`config.mk`:
```
export PLATFORM = sky130hd
export DESIGN_NAME = hub_interrupt_connect_control
export DESIGN_NICKNAME = d
export VERILOG_FILES = /design/src/core/hub_sideband_pkg.sv /design/src/core/hub_interrupt_connect_control.sv
export VERILOG_INCLUDE_DIRS = /design/src /design/src/core
export SDC_FILE = /design/constraint.sdc
export NUM_CORES = 1
export LEC_CHECK = 0
export ABC_AREA = 1
export BUFFER_PORTS_ARGS = -buffer_cell sky130_fd_sc_hd__buf_2
export CORE_MARGIN = 2
export CORE_UTILIZATION = 51
export DETAILED_ROUTE_END_ITERATION = 16
export MAX_ROUTING_LAYER = met4
export PLACE_DENSITY = 0.76
export SKIP_LAST_GASP = 1
export SLEW_MARGIN = 20
export SYNTH_ARGS = -nofsm -noshare
export SYNTH_HDL_FRONTEND = slang
export SYNTH_SLANG_ARGS = --single-unit
```
`constraint.sdc`:
```
create_clock -name clock -period 1.5 [get_ports clock]
set_input_delay 0.375 -clock clock [delete_from_list [all_inputs] [get_ports clock]]
set_output_delay 0.375 -clock clock [all_outputs]
set_load 0.05 [all_outputs]
```
`src/core/hub_sideband_consts.svh`:
```
// constants of the hub sideband control block: register indexes, fields, resets
// assumes the serial port engine presents byte addresses of the register space
`ifndef HUB_SIDEBAND_CONSTS_SVH
`define HUB_SIDEBAND_CONSTS_SVH

`define EVENT_STATUS_ADDR   8'hE8
`define EVENT_MASK_ADDR     8'hE9
`define INTERLOCK_ADDR      8'hE7
`define SIDEBAND_CFG_ADDR   8'hE6

`define CONNECT_HOLD_BIT    0
`define SUSPEND_SELECT_BIT  0

`define INTERLOCK_WRITE_MASK    8'h01
`define SIDEBAND_CFG_WRITE_MASK 8'h01

`define EVENT_STATUS_RESET  8'h00
`define EVENT_MASK_RESET    8'h00
`define INTERLOCK_RESET     8'h01
`define SIDEBAND_CFG_RESET  8'h00
`define READ_DATA_RESET     8'h00

`define REF_SEL_38M4        2'h0
`define REF_SEL_26M0        2'h1
`define REF_SEL_19M2        2'h2
`define REF_SEL_12M0        2'h3
`define REF_SEL_RESET       2'h0

`define EVENT_COUNT         8

`endif

```
`src/core/hub_sideband_pkg.sv`:
```
// types of the hub sideband control block
// assumes hub_sideband_consts.svh is included beside it
`include "hub_sideband_consts.svh"

package hub_sideband_pkg;

	typedef enum logic [1:0] {
		STAGE_INIT,
		STAGE_WAIT_CONNECT,
		STAGE_COMM
	} hub_stage_e;

	typedef struct packed {
		logic [7:0] addr;
		logic [7:0] wdata;
		logic       write;
		logic       read;
	} reg_req_s;

	typedef logic [`EVENT_COUNT-1:0] event_vec_t;

endpackage : hub_sideband_pkg

```
`src/core/hub_interrupt_connect_control.sv`:
```
// sideband control of the hub: attach stage sequencing, clock strap capture,
// latched event interrupt with mask, and suspend level indication.
// assumes a serial port engine in front issues one-cycle register requests,
// and all inputs are synchronous to clock.
//
// Operation
// - hub enters communication stage when attach request is high
// - attach low: stay waiting until software clears connect hold bit
// - attach tied high: enter communication stage, ignoring connect hold bit
// - low to high attach transition moves hub into communication stage
// - logic acts only on rising clock edge; duty cycle irrelevant
// - straps: 00=38.4, 01=26.0, 10=19.2, 11=12.0 MHz; system matches clock
// - every interrupt condition is recorded in status register at E8h
// - mask register at E9h selects which recorded conditions drive interrupt
// - status bit stays set until software clears it, even if condition ends
// - cleared bit sets again only after condition goes away and reappears
// - suspend indication select turns interrupt into configuration/suspend level
// - level mode signals whole-hub suspend so system cuts bus power draw
// - level mode ignores selective suspend of individual downstream ports
// - general mode pulls interrupt low on enabled status; releases after clear
// - level mode: low while unconfigured or suspended, released while active
// - straps captured once during initialisation and held afterwards
`timescale 1ns/1ns
`include "hub_sideband_consts.svh"

module hub_interrupt_connect_control (
	input  wire logic                         clock,
	input  wire logic                         rst_b,
	input  wire logic                         attach_request,
	input  wire logic [1:0]                   ref_select_strap,
	input  wire hub_sideband_pkg::event_vec_t event_conditions,
	input  wire logic                         hub_configured,
	input  wire logic                         hub_suspended,
	input  wire hub_sideband_pkg::reg_req_s   reg_req,
	output logic [7:0]                        reg_rdata,
	output logic [1:0]                        ref_frequency_select,
	output logic                              comm_stage,
	output logic                              int_pin_out,
	output logic                              int_pin_oe
);

	hub_sideband_pkg::hub_stage_e stage;
	hub_sideband_pkg::hub_stage_e next_stage;
	hub_sideband_pkg::event_vec_t interrupt_event_status;
	hub_sideband_pkg::event_vec_t interrupt_event_mask;
	hub_sideband_pkg::event_vec_t next_status;
	hub_sideband_pkg::event_vec_t condition_last;
	logic [7:0]                   interlock_register;
	logic [7:0]                   sideband_cfg;

	// register decode
	wire hit_status    = reg_req.addr == `EVENT_STATUS_ADDR;
	wire hit_mask      = reg_req.addr == `EVENT_MASK_ADDR;
	wire hit_interlock = reg_req.addr == `INTERLOCK_ADDR;
	wire hit_cfg       = reg_req.addr == `SIDEBAND_CFG_ADDR;
	wire status_clear  = reg_req.write && hit_status;
	wire write_mask      = reg_req.write && hit_mask;
	wire write_interlock = reg_req.write && hit_interlock;
	wire write_cfg       = reg_req.write && hit_cfg;
	wire connect_hold  = interlock_register[`CONNECT_HOLD_BIT];
	wire suspend_indication_select = sideband_cfg[`SUSPEND_SELECT_BIT];

	wire [7:0] read_mux =
		hit_status    ? interrupt_event_status :
		hit_mask      ? interrupt_event_mask :
		hit_interlock ? interlock_register :
		hit_cfg       ? sideband_cfg : `READ_DATA_RESET;
	wire [7:0] next_rdata = reg_req.read ? read_mux : reg_rdata;

	// event edges: a condition that simply persists cannot set a bit again
	wire [7:0] event_rise = event_conditions & ~condition_last;

	genvar bit_index;
	generate
		for (bit_index = 0; bit_index < `EVENT_COUNT; bit_index++) begin : g_status
			// write one clears; a same-cycle event wins over the clear
			assign next_status[bit_index] = event_rise[bit_index] ||
				(interrupt_event_status[bit_index] &&
				!(status_clear && reg_req.wdata[bit_index]));
		end
	endgenerate

	// interrupt request in either mode; only whole-hub suspend is an input,
	// so per-port selective suspend cannot reach the pin
	wire general_request = |(interrupt_event_status & interrupt_event_mask);
	wire level_request   = !hub_configured || hub_suspended;
	wire next_int_oe     = suspend_indication_select ? level_request
		: general_request;

	// stage sequencing: a raised attach request overrides the connect hold bit
	always_comb begin
		next_stage = stage;
		case (stage)
			hub_sideband_pkg::STAGE_INIT: begin
				next_stage = hub_sideband_pkg::STAGE_WAIT_CONNECT;
			end
			hub_sideband_pkg::STAGE_WAIT_CONNECT: begin
				if (attach_request || !connect_hold) begin
					next_stage = hub_sideband_pkg::STAGE_COMM;
				end
			end
			hub_sideband_pkg::STAGE_COMM: begin
				next_stage = hub_sideband_pkg::STAGE_COMM;
			end
			default: begin
				next_stage = hub_sideband_pkg::STAGE_INIT;
			end
		endcase
	end

	// straps are read in the init stage only; later changes are ignored
	wire [1:0] next_ref_sel = (stage == hub_sideband_pkg::STAGE_INIT) ?
		ref_select_strap : ref_frequency_select;
	wire       next_comm    = next_stage == hub_sideband_pkg::STAGE_COMM;

	// unused interlock and config bits are dropped on write so they read back 0
	wire [7:0] next_mask      = write_mask ? reg_req.wdata : interrupt_event_mask;
	wire [7:0] next_interlock = write_interlock ?
		(reg_req.wdata & `INTERLOCK_WRITE_MASK) : interlock_register;
	wire [7:0] next_cfg       = write_cfg ?
		(reg_req.wdata & `SIDEBAND_CFG_WRITE_MASK) : sideband_cfg;

	always_ff @(posedge clock) begin
		if (!rst_b) begin
			stage      <= hub_sideband_pkg::STAGE_INIT;
			comm_stage <= 1'b0;
		end else begin
			stage      <= next_stage;
			comm_stage <= next_comm;
		end
	end

	always_ff @(posedge clock) begin
		if (!rst_b) begin
			interrupt_event_status <= `EVENT_STATUS_RESET;
			condition_last         <= `EVENT_STATUS_RESET;
		end else begin
			interrupt_event_status <= next_status;
			condition_last         <= event_conditions;
		end
	end

	always_ff @(posedge clock) begin
		if (!rst_b) begin
			interrupt_event_mask <= `EVENT_MASK_RESET;
		end else begin
			interrupt_event_mask <= next_mask;
		end
	end

	always_ff @(posedge clock) begin
		if (!rst_b) begin
			interlock_register <= `INTERLOCK_RESET;
		end else begin
			interlock_register <= next_interlock;
		end
	end

	always_ff @(posedge clock) begin
		if (!rst_b) begin
			sideband_cfg <= `SIDEBAND_CFG_RESET;
		end else begin
			sideband_cfg <= next_cfg;
		end
	end

	always_ff @(posedge clock) begin
		if (!rst_b) begin
			ref_frequency_select <= `REF_SEL_RESET;
		end else begin
			ref_frequency_select <= next_ref_sel;
		end
	end

	always_ff @(posedge clock) begin
		if (!rst_b) begin
			reg_rdata <= `READ_DATA_RESET;
		end else begin
			reg_rdata <= next_rdata;
		end
	end

	// the pin is open drain: only the enable moves, the drive value stays low
	always_ff @(posedge clock) begin
		if (!rst_b) begin
			int_pin_out <= 1'b0;
			int_pin_oe  <= 1'b0;
		end else begin
			int_pin_out <= 1'b0;
			int_pin_oe  <= next_int_oe;
		end
	end
endmodule : hub_interrupt_connect_control

```
# Word level (Yosys, flattened, before mapping)
# Cells that the tools add are included.
[classes]
eq_ne = 7
reduce_logical = 42
mux = 7
bitwise_logic = 3
[ops]
columns = ["cell", "count"]
rows = [
  ["8-bit == test (second input constant)", 4],
  ["1-bit logical AND", 20],
  ["8-bit AND", 2],
  ["8-bit two-way mux", 2],
  ["1-bit logical NOT", 10],
  ["1-bit logical OR", 10],
  ["8-bit NOT", 1],
  ["8-bit OR reduction", 1],
  ["2-bit one-hot mux with 3 select lines", 1],
  ["2-bit == test (second input constant)", 2],
  ["1-bit two-way mux", 3],
  ["2-bit by 1-bit == test with 1-bit output (second input constant)", 1],
  ["2-bit logical NOT", 1],
  ["2-bit two-way mux", 1],
]
[word_totals]
in_bits = 33
elab_cells = 69
ff_bits = 40

# Longest topological paths before layout
# Gate-level depths: netlist (run 1).
[logic_depth]
word_depth = 6
mapped_depth = 9
mapped_depth_nobuf = 8

# Least setup slack after synthesis (run 1)
# OpenSTA, ideal clock, no wires.
[synth_path]
kind = "input to register"
start = "in reg_req[12] (netlist bit)"
end = "reg interrupt_event_status[1]"
slack_ps = 246
stages = 8
path_buffers = 0
arrival_ps = 1137
setup_ps = 117
cell_sequence = "inv_1 -> nand2_1 -> nor3_2 -> nand2_2 -> nor2_4 -> nand2_1 -> nand3_1 -> o21ai_1"
[synth_between]
elab_chain_cells = 6
[synth_lines]
columns = ["item", "line_no", "source"]
rows = [
  ["start, declared", "hub_interrupt_connect_control.sv:34", "input wire hub_sideband_pkg::reg_req_s reg_req,"],
  ["8-bit == test (no source line)", "--", ""],
  ["1-bit logical AND", "hub_interrupt_connect_control.sv:56", "wire status_clear = reg_req.write && hit_status;"],
  ["1-bit logical AND", "hub_interrupt_connect_control.sv:79", "!(status_clear && reg_req.wdata[bit_index]));"],
  ["1-bit logical NOT", "hub_interrupt_connect_control.sv:79", ""],
  ["1-bit logical AND", "hub_interrupt_connect_control.sv:78", "(interrupt_event_status[bit_index] &&"],
  ["1-bit logical OR", "hub_interrupt_connect_control.sv:77", "assign next_status[bit_index] = event_rise[bit_index] ||"],
  ["end signal, assigned", "hub_interrupt_connect_control.sv:135", "interrupt_event_status <= `EVENT_STATUS_RESET;"],
  ["end signal, assigned", "hub_interrupt_connect_control.sv:138", "interrupt_event_status <= next_status;"],
  ["end, declared", "hub_interrupt_connect_control.sv:44", "hub_sideband_pkg::event_vec_t interrupt_event_status;"],
]
# Every way passes these cells.
# A chain may end at the register's enable or synchronous reset.

# Worst setup path after layout (run 1)
[layout_path]
start = "reg reg_rdata[3]"
end = "out reg_rdata[3]"
[layout_lines]
columns = ["item", "line_no", "source"]
rows = [
  ["start, declared", "hub_interrupt_connect_control.sv:35", "output logic [7:0] reg_rdata,"],
  ["start signal, assigned", "hub_interrupt_connect_control.sv:177", "reg_rdata <= `READ_DATA_RESET;"],
  ["start signal, assigned", "hub_interrupt_connect_control.sv:179", "reg_rdata <= next_rdata;"],
]
# No word-level cell between the ends.

==> impl_metrics.prom, run 1 <==
# TYPE chip_impl_metric gauge
chip_impl_metric{name="per_cell_routed_wire_length",unit="um"} 9.75
chip_impl_info{name="tritoncts",value="built"} 1
chip_impl_metric{name="final_net_count",unit=""} 309
chip_impl_info{name="postSynth.topFlopCell",value="dfxtp_1"} 1
chip_impl_metric{name="syn_area",unit="mm2"} 0.00165
chip_impl_metric{name="drtIter0Drc",unit=""} 67
chip_impl_metric{name="first_pass_grt_wire_length",unit="um"} 5580
chip_impl_metric{name="design.portCount",unit=""} 46
chip_impl_metric{name="vdd.ir_drop.worst",unit="mV"} 0.858
chip_impl_metric{name="numCtsBuffers",unit=""} 5
chip_impl_metric{name="avgSynthCellArea",unit="um2"} 7.25
chip_impl_metric{name="drt-total-wl",unit="um"} 3130
chip_impl_metric{name="die_h",unit="um"} 61.0
chip_impl_metric{name="place.port_buffers",unit=""} 44
chip_impl_metric{name="grt_antenna_before_repair",unit=""} 0
chip_impl_metric{name="clock_skew",unit="ns"} 0.00638
chip_impl_metric{name="postSynthCellCount",unit=""} 228
chip_impl_metric{name="num_antenna_cells",unit=""} 0
chip_impl_metric{name="cts_setup_buffers",unit=""} 0
chip_impl_metric{name="power_per_cell_area",unit="mW/mm2"} 995
chip_impl_metric{name="synth-seq-area-share",unit=""} 0.484
chip_impl_metric{name="synth.top_cell.area_share",unit=""} 0.484
chip_impl_metric{name="post-route-period-util",unit=""} 0.883
chip_impl_info{name="worstSetupStartpointType",value="register"} 1
chip_impl_metric{name="worst-path-max-fanout",unit=""} 2
chip_impl_metric{name="final.min_clock_period",unit="ns"} 1.32
chip_impl_info{name="critPathTopFamily",value="flip-flops"} 1
chip_impl_metric{name="die_area",unit="mm2"} 0.00371
chip_impl_metric{name="global_route.usage.total",unit=""} 0.211
chip_impl_metric{name="cts.hold.buffers_added",unit=""} 0
chip_impl_metric{name="rows",unit=""} 20
chip_impl_metric{name="cts.sinks",unit=""} 40
chip_impl_metric{name="synth_enable_flop_cells",unit=""} 0
chip_impl_info{name="most_common_library_cell_in_the_layout_ignoring_fill_and_taps",value="buf_2"} 1
chip_impl_info{name="clock_tree.root_cell",value="clkbuf_4"} 1
chip_impl_metric{name="timing_hold_violations_final",unit=""} 0
chip_impl_metric{name="grt_max_degree",unit=""} 31
chip_impl_metric{name="cts_max_level",unit=""} 2
chip_impl_metric{name="yosysWarningCount",unit=""} 0
chip_impl_info{name="hold_class",value="in2reg"} 1
chip_impl_metric{name="hold_worst_slack",unit="ns"} 0.221
chip_impl_metric{name="dp_hpwl",unit="um"} 2380
chip_impl_metric{name="cts_buffer_depth",unit=""} 2
chip_impl_metric{name="final_antenna_net_count",unit=""} 0
chip_impl_info{name="cp-startpoint",value="reg_rdata[3]"} 1
chip_impl_info{name="rsz0062_at_grt",value="no"} 1
chip_impl_metric{name="via_count",unit=""} 1506
chip_impl_metric{name="totalPowerFinal",unit="mW"} 1.98
chip_impl_info{name="mostFrequentLayoutCells",value="buf_2, dfxtp_1, inv_1"} 1
chip_impl_info{name="critical-path-slowest-cell",value="dfxtp_1"} 1
chip_impl_metric{name="max_capacitance_violation_count",unit=""} 0
chip_impl_metric{name="setup_slack",unit="ns"} 0.175
chip_impl_metric{name="globalRoute.totalOverflow",unit=""} 0
chip_impl_metric{name="number_of_nets_in_the_synthesized_netlist",unit=""} 261
chip_impl_metric{name="drc_errors",unit=""} 0
chip_impl_info{name="synth.top_cells.by_area",value="dfxtp_1, inv_1, nand2_1"} 1
chip_impl_metric{name="gpl.final_weighted_congestion",unit=""} 0.839
chip_impl_metric{name="placed_area",unit="mm2"} 0.00193
chip_impl_info{name="worst_hold_startpoint",value="event_conditions[0]"} 1
chip_impl_metric{name="signal_arrival_time_at_the_worst_endpoint",unit="ns"} 0.95
chip_impl_metric{name="final_std_cell_area_no_fill",unit="mm2"} 0.00200
chip_impl_metric{name="cp_data_required_time",unit="ns"} 1.12
chip_impl_info{name="crit_chain",value="buf_2"} 1
chip_impl_info{name="run_status",value="finished clean"} 1
chip_impl_metric{name="setup_violations",unit=""} 0
chip_impl_info{name="timing_worst_setup_path_type",value="reg2out"} 1
chip_impl_metric{name="clock_insertion_delay_worst_skew",unit="ns"} 0.34
chip_impl_metric{name="drt-vias-per-instance",unit=""} 4.69
chip_impl_metric{name="grt_pass1_vias",unit=""} 1381
chip_impl_metric{name="clkTransAtPathRegs",unit="ns"} 0.12
chip_impl_metric{name="power.static_leakage",unit="nW"} 0.980
chip_impl_info{name="timing.critical_path.to_type",value="output pin"} 1
chip_impl_metric{name="core_area",unit="mm2"} 0.00308
chip_impl_metric{name="clock.fmax",unit="GHz"} 0.755
chip_impl_metric{name="ys_ff_latch",unit=""} 40
chip_impl_metric{name="drive_above_1_share",unit=""} 0.235
chip_impl_metric{name="critPathMaxStageDelay",unit="ns"} 0.35
chip_impl_metric{name="slew_violations",unit=""} 0
chip_impl_metric{name="critical_path_buf_inv_count",unit=""} 1
chip_impl_metric{name="layout.core_utilization",unit=""} 0.648
chip_impl_metric{name="async_reset_ff_frac",unit=""} 0
chip_impl_metric{name="pre_cts_ws",unit="ns"} -0.0140
chip_impl_metric{name="dr.pass1.iters",unit=""} 4
chip_impl_info{name="worstReg2RegStart",value="interlock_register[0]"} 1
chip_impl_metric{name="synth_cell_types",unit=""} 24
chip_impl_metric{name="postCtsResizedCells",unit=""} 0
chip_impl_info{name="yosys.area.top_type",value="dfxtp_1"} 1
chip_impl_metric{name="floorplan.initialDensity",unit=""} 0.537
chip_impl_metric{name="area.growth.synth_to_final",unit="%"} 20.7
chip_impl_metric{name="die_x",unit="um"} 61.0
-- metal layers --
metal	routed length (um)	track usage	vias to the layer above
met5	0	-	-
met4	61	0.0870	0
met3	192	0.0512	8
met2	1310	0.318	46
met1	1570	0.270	633
li1	-	-	819
-- where the power goes --
part / total [mW] / internal, mW / switching [mW]
Sequential: 1.14 / 1.12 / 0.0273
Combinational: 0.263 / 0.0880 / 0.175
Clock: 0.577 / 0.228 / 0.350
Total: 1.98 / 1.43 / 0.552
-- cell usage after synthesis, types with 2 or more instances --
master    instances
nand4_1           4
o221ai_1          2
inv_1            38
dfxtp_1          40
nor3_2            2
nand3_1          16
o21ai_1          15
nand2_1          33
a21oi_1          14
clkbuf_1          4
o21ai_0          15
nor2_1           31
buf_2             3
-- logic make-up (layout without fill, tap and decap cells) --
group / Yosys count / in the layout / share of synthesized area
AO/OA/AOI/OAI: 48 / 48 / 0.154
buffers and inverters: 48 / 97 / 0.113
flip-flops: 40 / 40 / 0.484
other: 1 / 1 / 0.00227
AND/OR/NAND/NOR: 91 / 91 / 0.247
-- sequential cells by signal, indices dropped and copies added, names as in the netlist --
signal and count:
ref_frequency_select 2, int_pin_oe 1, comm_stage 1, interlock_register 1, condition_last 8, interrupt_event_status 8
reg_rdata 8, sideband_cfg 1, interrupt_event_mask 8, stage 2
-- final timing paths --
path | endpoint | slack [ns] | cells after the start
setup reg to reg | comm_stage | 0.38 | 3
hold reg to reg | interrupt_event_status[0] | 0.41 | 1
setup / recovery | reg_rdata[3] | 0.18 | 1
hold / removal | condition_last[0] | 0.22 | 3
-- final cells by class --
cell class                      instances  area [um2]
Inverter                               40         150
Sequential cell                        40         801
Fill cell                             282        1080
Tap cell                               44        55.1
Multi-Input combinational cell        140         666
Clock buffer                            6        51.3
Timing Repair Buffer                   49         258
Clock inverter                          2        15.0
-- through the flow --
stage / TNS [ns] / std cells
after global placement: 0 / 313
after floorplan: 0 / 228
after global routing: 0 / 321
after detailed placement: -0.0140 / 313
after CTS: 0 / 321
final: 0 / 321
(Power assumes the default switching activity.)
==> inputs of run 2 (changes only) <==
- REMOVE_ABC_BUFFERS: default -> 1
==> run 2 against run 1 <==
  * Via count decreased by 0.60%
  * Final area about the same
  * Clock-buffer cell count increased by 1
  * Global-route usage decreased by 0.055 points
  * Setup slack got worse by 0.012 ns
  * Critical path type unchanged
  * Largest power group unchanged
==> impl_metrics.prom, run 2 (synthesis gave the netlist of run 1 again) <==
# TYPE chip_impl_metric gauge
chip_impl_info{name="run_status",value="finished clean"} 1
chip_impl_info{name="timing.critical_path.to_type",value="output pin"} 1
chip_impl_metric{name="final.min_clock_period",unit="ns"} 1.34
chip_impl_metric{name="critical_path_buf_inv_count",unit=""} 1
chip_impl_metric{name="die_area",unit="mm2"} 0.00371
chip_impl_metric{name="drtIter0Drc",unit=""} 36
chip_impl_metric{name="cts_max_level",unit=""} 2
chip_impl_info{name="rsz0062_at_grt",value="no"} 1
chip_impl_metric{name="design.portCount",unit=""} 46
chip_impl_metric{name="cp_data_required_time",unit="ns"} 1.12
chip_impl_metric{name="grt_pass1_vias",unit=""} 1253
chip_impl_metric{name="reg2reg_depth",unit=""} 3
chip_impl_info{name="clock_tree.root_cell",value="clkbuf_4"} 1
chip_impl_info{name="hold_class",value="in2reg"} 1
chip_impl_metric{name="numCtsBuffers",unit=""} 5
chip_impl_info{name="timing_worst_setup_path_type",value="reg2out"} 1
chip_impl_metric{name="final_antenna_net_count",unit=""} 0
chip_impl_metric{name="num_antenna_cells",unit=""} 0
chip_impl_info{name="rr_endpoint",value="stage[1]"} 1
chip_impl_metric{name="timing.setup.tns",unit="ns"} 0
chip_impl_metric{name="drt-vias-per-instance",unit=""} 4.68
chip_impl_metric{name="grt_antenna_before_repair",unit=""} 0
chip_impl_metric{name="final-instance-count-excl-fill",unit=""} 320
chip_impl_metric{name="setup_violations",unit=""} 0
chip_impl_metric{name="dr.pass1.iters",unit=""} 4
chip_impl_metric{name="final_net_count",unit=""} 309
chip_impl_metric{name="via_count",unit=""} 1497
chip_impl_info{name="worstSetupStartpointType",value="register"} 1
chip_impl_metric{name="clock_skew",unit="ns"} 0.00677
chip_impl_metric{name="die_x",unit="um"} 61.0
chip_impl_metric{name="combPwrFrac",unit=""} 0.133
chip_impl_info{name="critical-path-slowest-cell",value="dfxtp_1"} 1
chip_impl_metric{name="p_sw_frac",unit=""} 0.266
chip_impl_metric{name="cts.hold.buffers_added",unit=""} 0
chip_impl_metric{name="drive_above_1_share",unit=""} 0.232
chip_impl_info{name="worst_hold_startpoint",value="event_conditions[0]"} 1
chip_impl_info{name="crit_chain",value="buf_2"} 1
chip_impl_metric{name="area.growth.synth_to_final",unit="%"} 20.6
chip_impl_metric{name="min_path_cells",unit=""} 3
chip_impl_metric{name="max_capacitance_violation_count",unit=""} 0
chip_impl_metric{name="vdd.ir_drop.worst",unit="mV"} 0.730
chip_impl_info{name="critPathTopFamily",value="flip-flops"} 1
chip_impl_info{name="mostFrequentLayoutCells",value="buf_2, dfxtp_1, inv_1"} 1
chip_impl_metric{name="die_h",unit="um"} 61.0
chip_impl_info{name="holdPathEnd",value="condition_last[0]"} 1
chip_impl_metric{name="place.port_buffers",unit=""} 44
chip_impl_metric{name="worst-path-max-fanout",unit=""} 2
chip_impl_info{name="most_common_library_cell_in_the_layout_ignoring_fill_and_taps",value="buf_2"} 1
chip_impl_metric{name="cts_setup_buffers",unit=""} 0
chip_impl_metric{name="timing_hold_violations_final",unit=""} 0
chip_impl_metric{name="clock.fmax",unit="GHz"} 0.748
chip_impl_metric{name="clkTransAtPathRegs",unit="ns"} 0.11
chip_impl_info{name="worstReg2RegStart",value="interlock_register[0]"} 1
chip_impl_metric{name="netSwitchingPower",unit="uW"} 532
chip_impl_metric{name="dp_cells",unit=""} 313
chip_impl_metric{name="first_pass_grt_wire_length",unit="um"} 5470
chip_impl_metric{name="core_area",unit="mm2"} 0.00308
chip_impl_metric{name="clock_power_share",unit=""} 0.295
chip_impl_metric{name="global_route.usage.total",unit=""} 0.210
chip_impl_metric{name="slew_violations",unit=""} 0
chip_impl_metric{name="drc_errors",unit=""} 0
chip_impl_metric{name="cts_buffer_depth",unit=""} 2
chip_impl_metric{name="clock_insertion_delay_worst_skew",unit="ns"} 0.35
chip_impl_metric{name="gpl.final_weighted_congestion",unit=""} 0.873
chip_impl_metric{name="signal_arrival_time_at_the_worst_endpoint",unit="ns"} 0.96
chip_impl_metric{name="floorplan.initialDensity",unit=""} 0.537
chip_impl_metric{name="cts.sinks",unit=""} 40
chip_impl_metric{name="cellInternalPower",unit="mW"} 1.47
chip_impl_metric{name="grt_max_degree",unit=""} 18
chip_impl_metric{name="power_per_cell_area",unit="mW/mm2"} 1010
chip_impl_metric{name="per_cell_routed_wire_length",unit="um"} 10.3
chip_impl_metric{name="post-route-period-util",unit=""} 0.891
chip_impl_metric{name="critPathMaxStageDelay",unit="ns"} 0.35
chip_impl_metric{name="dp_hpwl",unit="um"} 2580
chip_impl_metric{name="regToRegSetupSlack",unit="ns"} 0.42
chip_impl_metric{name="power.static_leakage",unit="nW"} 0.987
chip_impl_metric{name="postCtsResizedCells",unit=""} 0
chip_impl_metric{name="rows",unit=""} 20
chip_impl_metric{name="globalRoute.totalOverflow",unit=""} 0
chip_impl_info{name="tritoncts",value="built"} 1
chip_impl_metric{name="seq_power_share",unit=""} 0.571
chip_impl_metric{name="drt-total-wl",unit="um"} 3300
chip_impl_metric{name="fillCellCount",unit=""} 319
[run 2: changes by cell type in the layout (fill, tap and decap cells not counted), sizes merged]
| cell | delta |
|---|---|
| clkinvlp | -2 |
| clkbuf | +1 |
[run 2: worst max path at each step]
stage / to / slack, ns / cells after the start / startpoint
floorplan: interrupt_event_mask[0] / 0.11 / 6 / reg_req[14]
global placement: interrupt_event_status[0] / 0.04 / 9 / reg_req[12]
detailed placement: interrupt_event_mask[4] / 0.02 / 7 / reg_req[12]
CTS: reg_rdata[3] / 0.14 / 1 / reg_rdata[3]
global route: reg_rdata[3] / 0.10 / 1 / reg_rdata[3]
finish: reg_rdata[3] / 0.16 / 1 / reg_rdata[3]
[run 2: layout make-up]
class                      count  area [um2]  share of cell area
clock buffer                   7        65.1              0.0326
multi-input combinational    140         666               0.334
inverter                      40         150              0.0753
tap                           44        55.1              0.0276
timing repair buffer          49         258               0.129
sequential                    40         801               0.402
[run 2: routing by layer]
layer,track usage,routed length (um),vias up
met5,-,0,-
met4,0.0745,51,0
met3,0.0704,146,6
met2,0.316,1470,36
met1,0.263,1640,633
li1,-,-,822
[run 2: stage by stage]
step / setup slack, ns / cell area [um2] / total power, mW / hold slack, ns / utilization
global placement: 0.0393 / 1930 / 1.43 / 0.391 / 0.627
floorplan: 0.109 / 1620 / 1.32 / 0.389 / -
detailed placement: 0.0204 / 1930 / 1.44 / 0.396 / 0.627
global route: 0.104 / 1990 / 2.11 / 0.204 / 0.648
CTS: 0.144 / 1990 / 2.03 / 0.208 / 0.648
finish: 0.164 / 1990 / 2.00 / 0.219 / 0.648
[run 2: power by group through the flow]
stage,registers [mW],clock network (mW),logic (mW)
2_1_floorplan,1.22,0,0.101
3_3_place_gp,1.17,0,0.262
3_5_place_dp,1.17,0,0.268
4_1_cts,1.15,0.611,0.269
5_1_grt,1.15,0.658,0.298
6_report,1.15,0.592,0.267
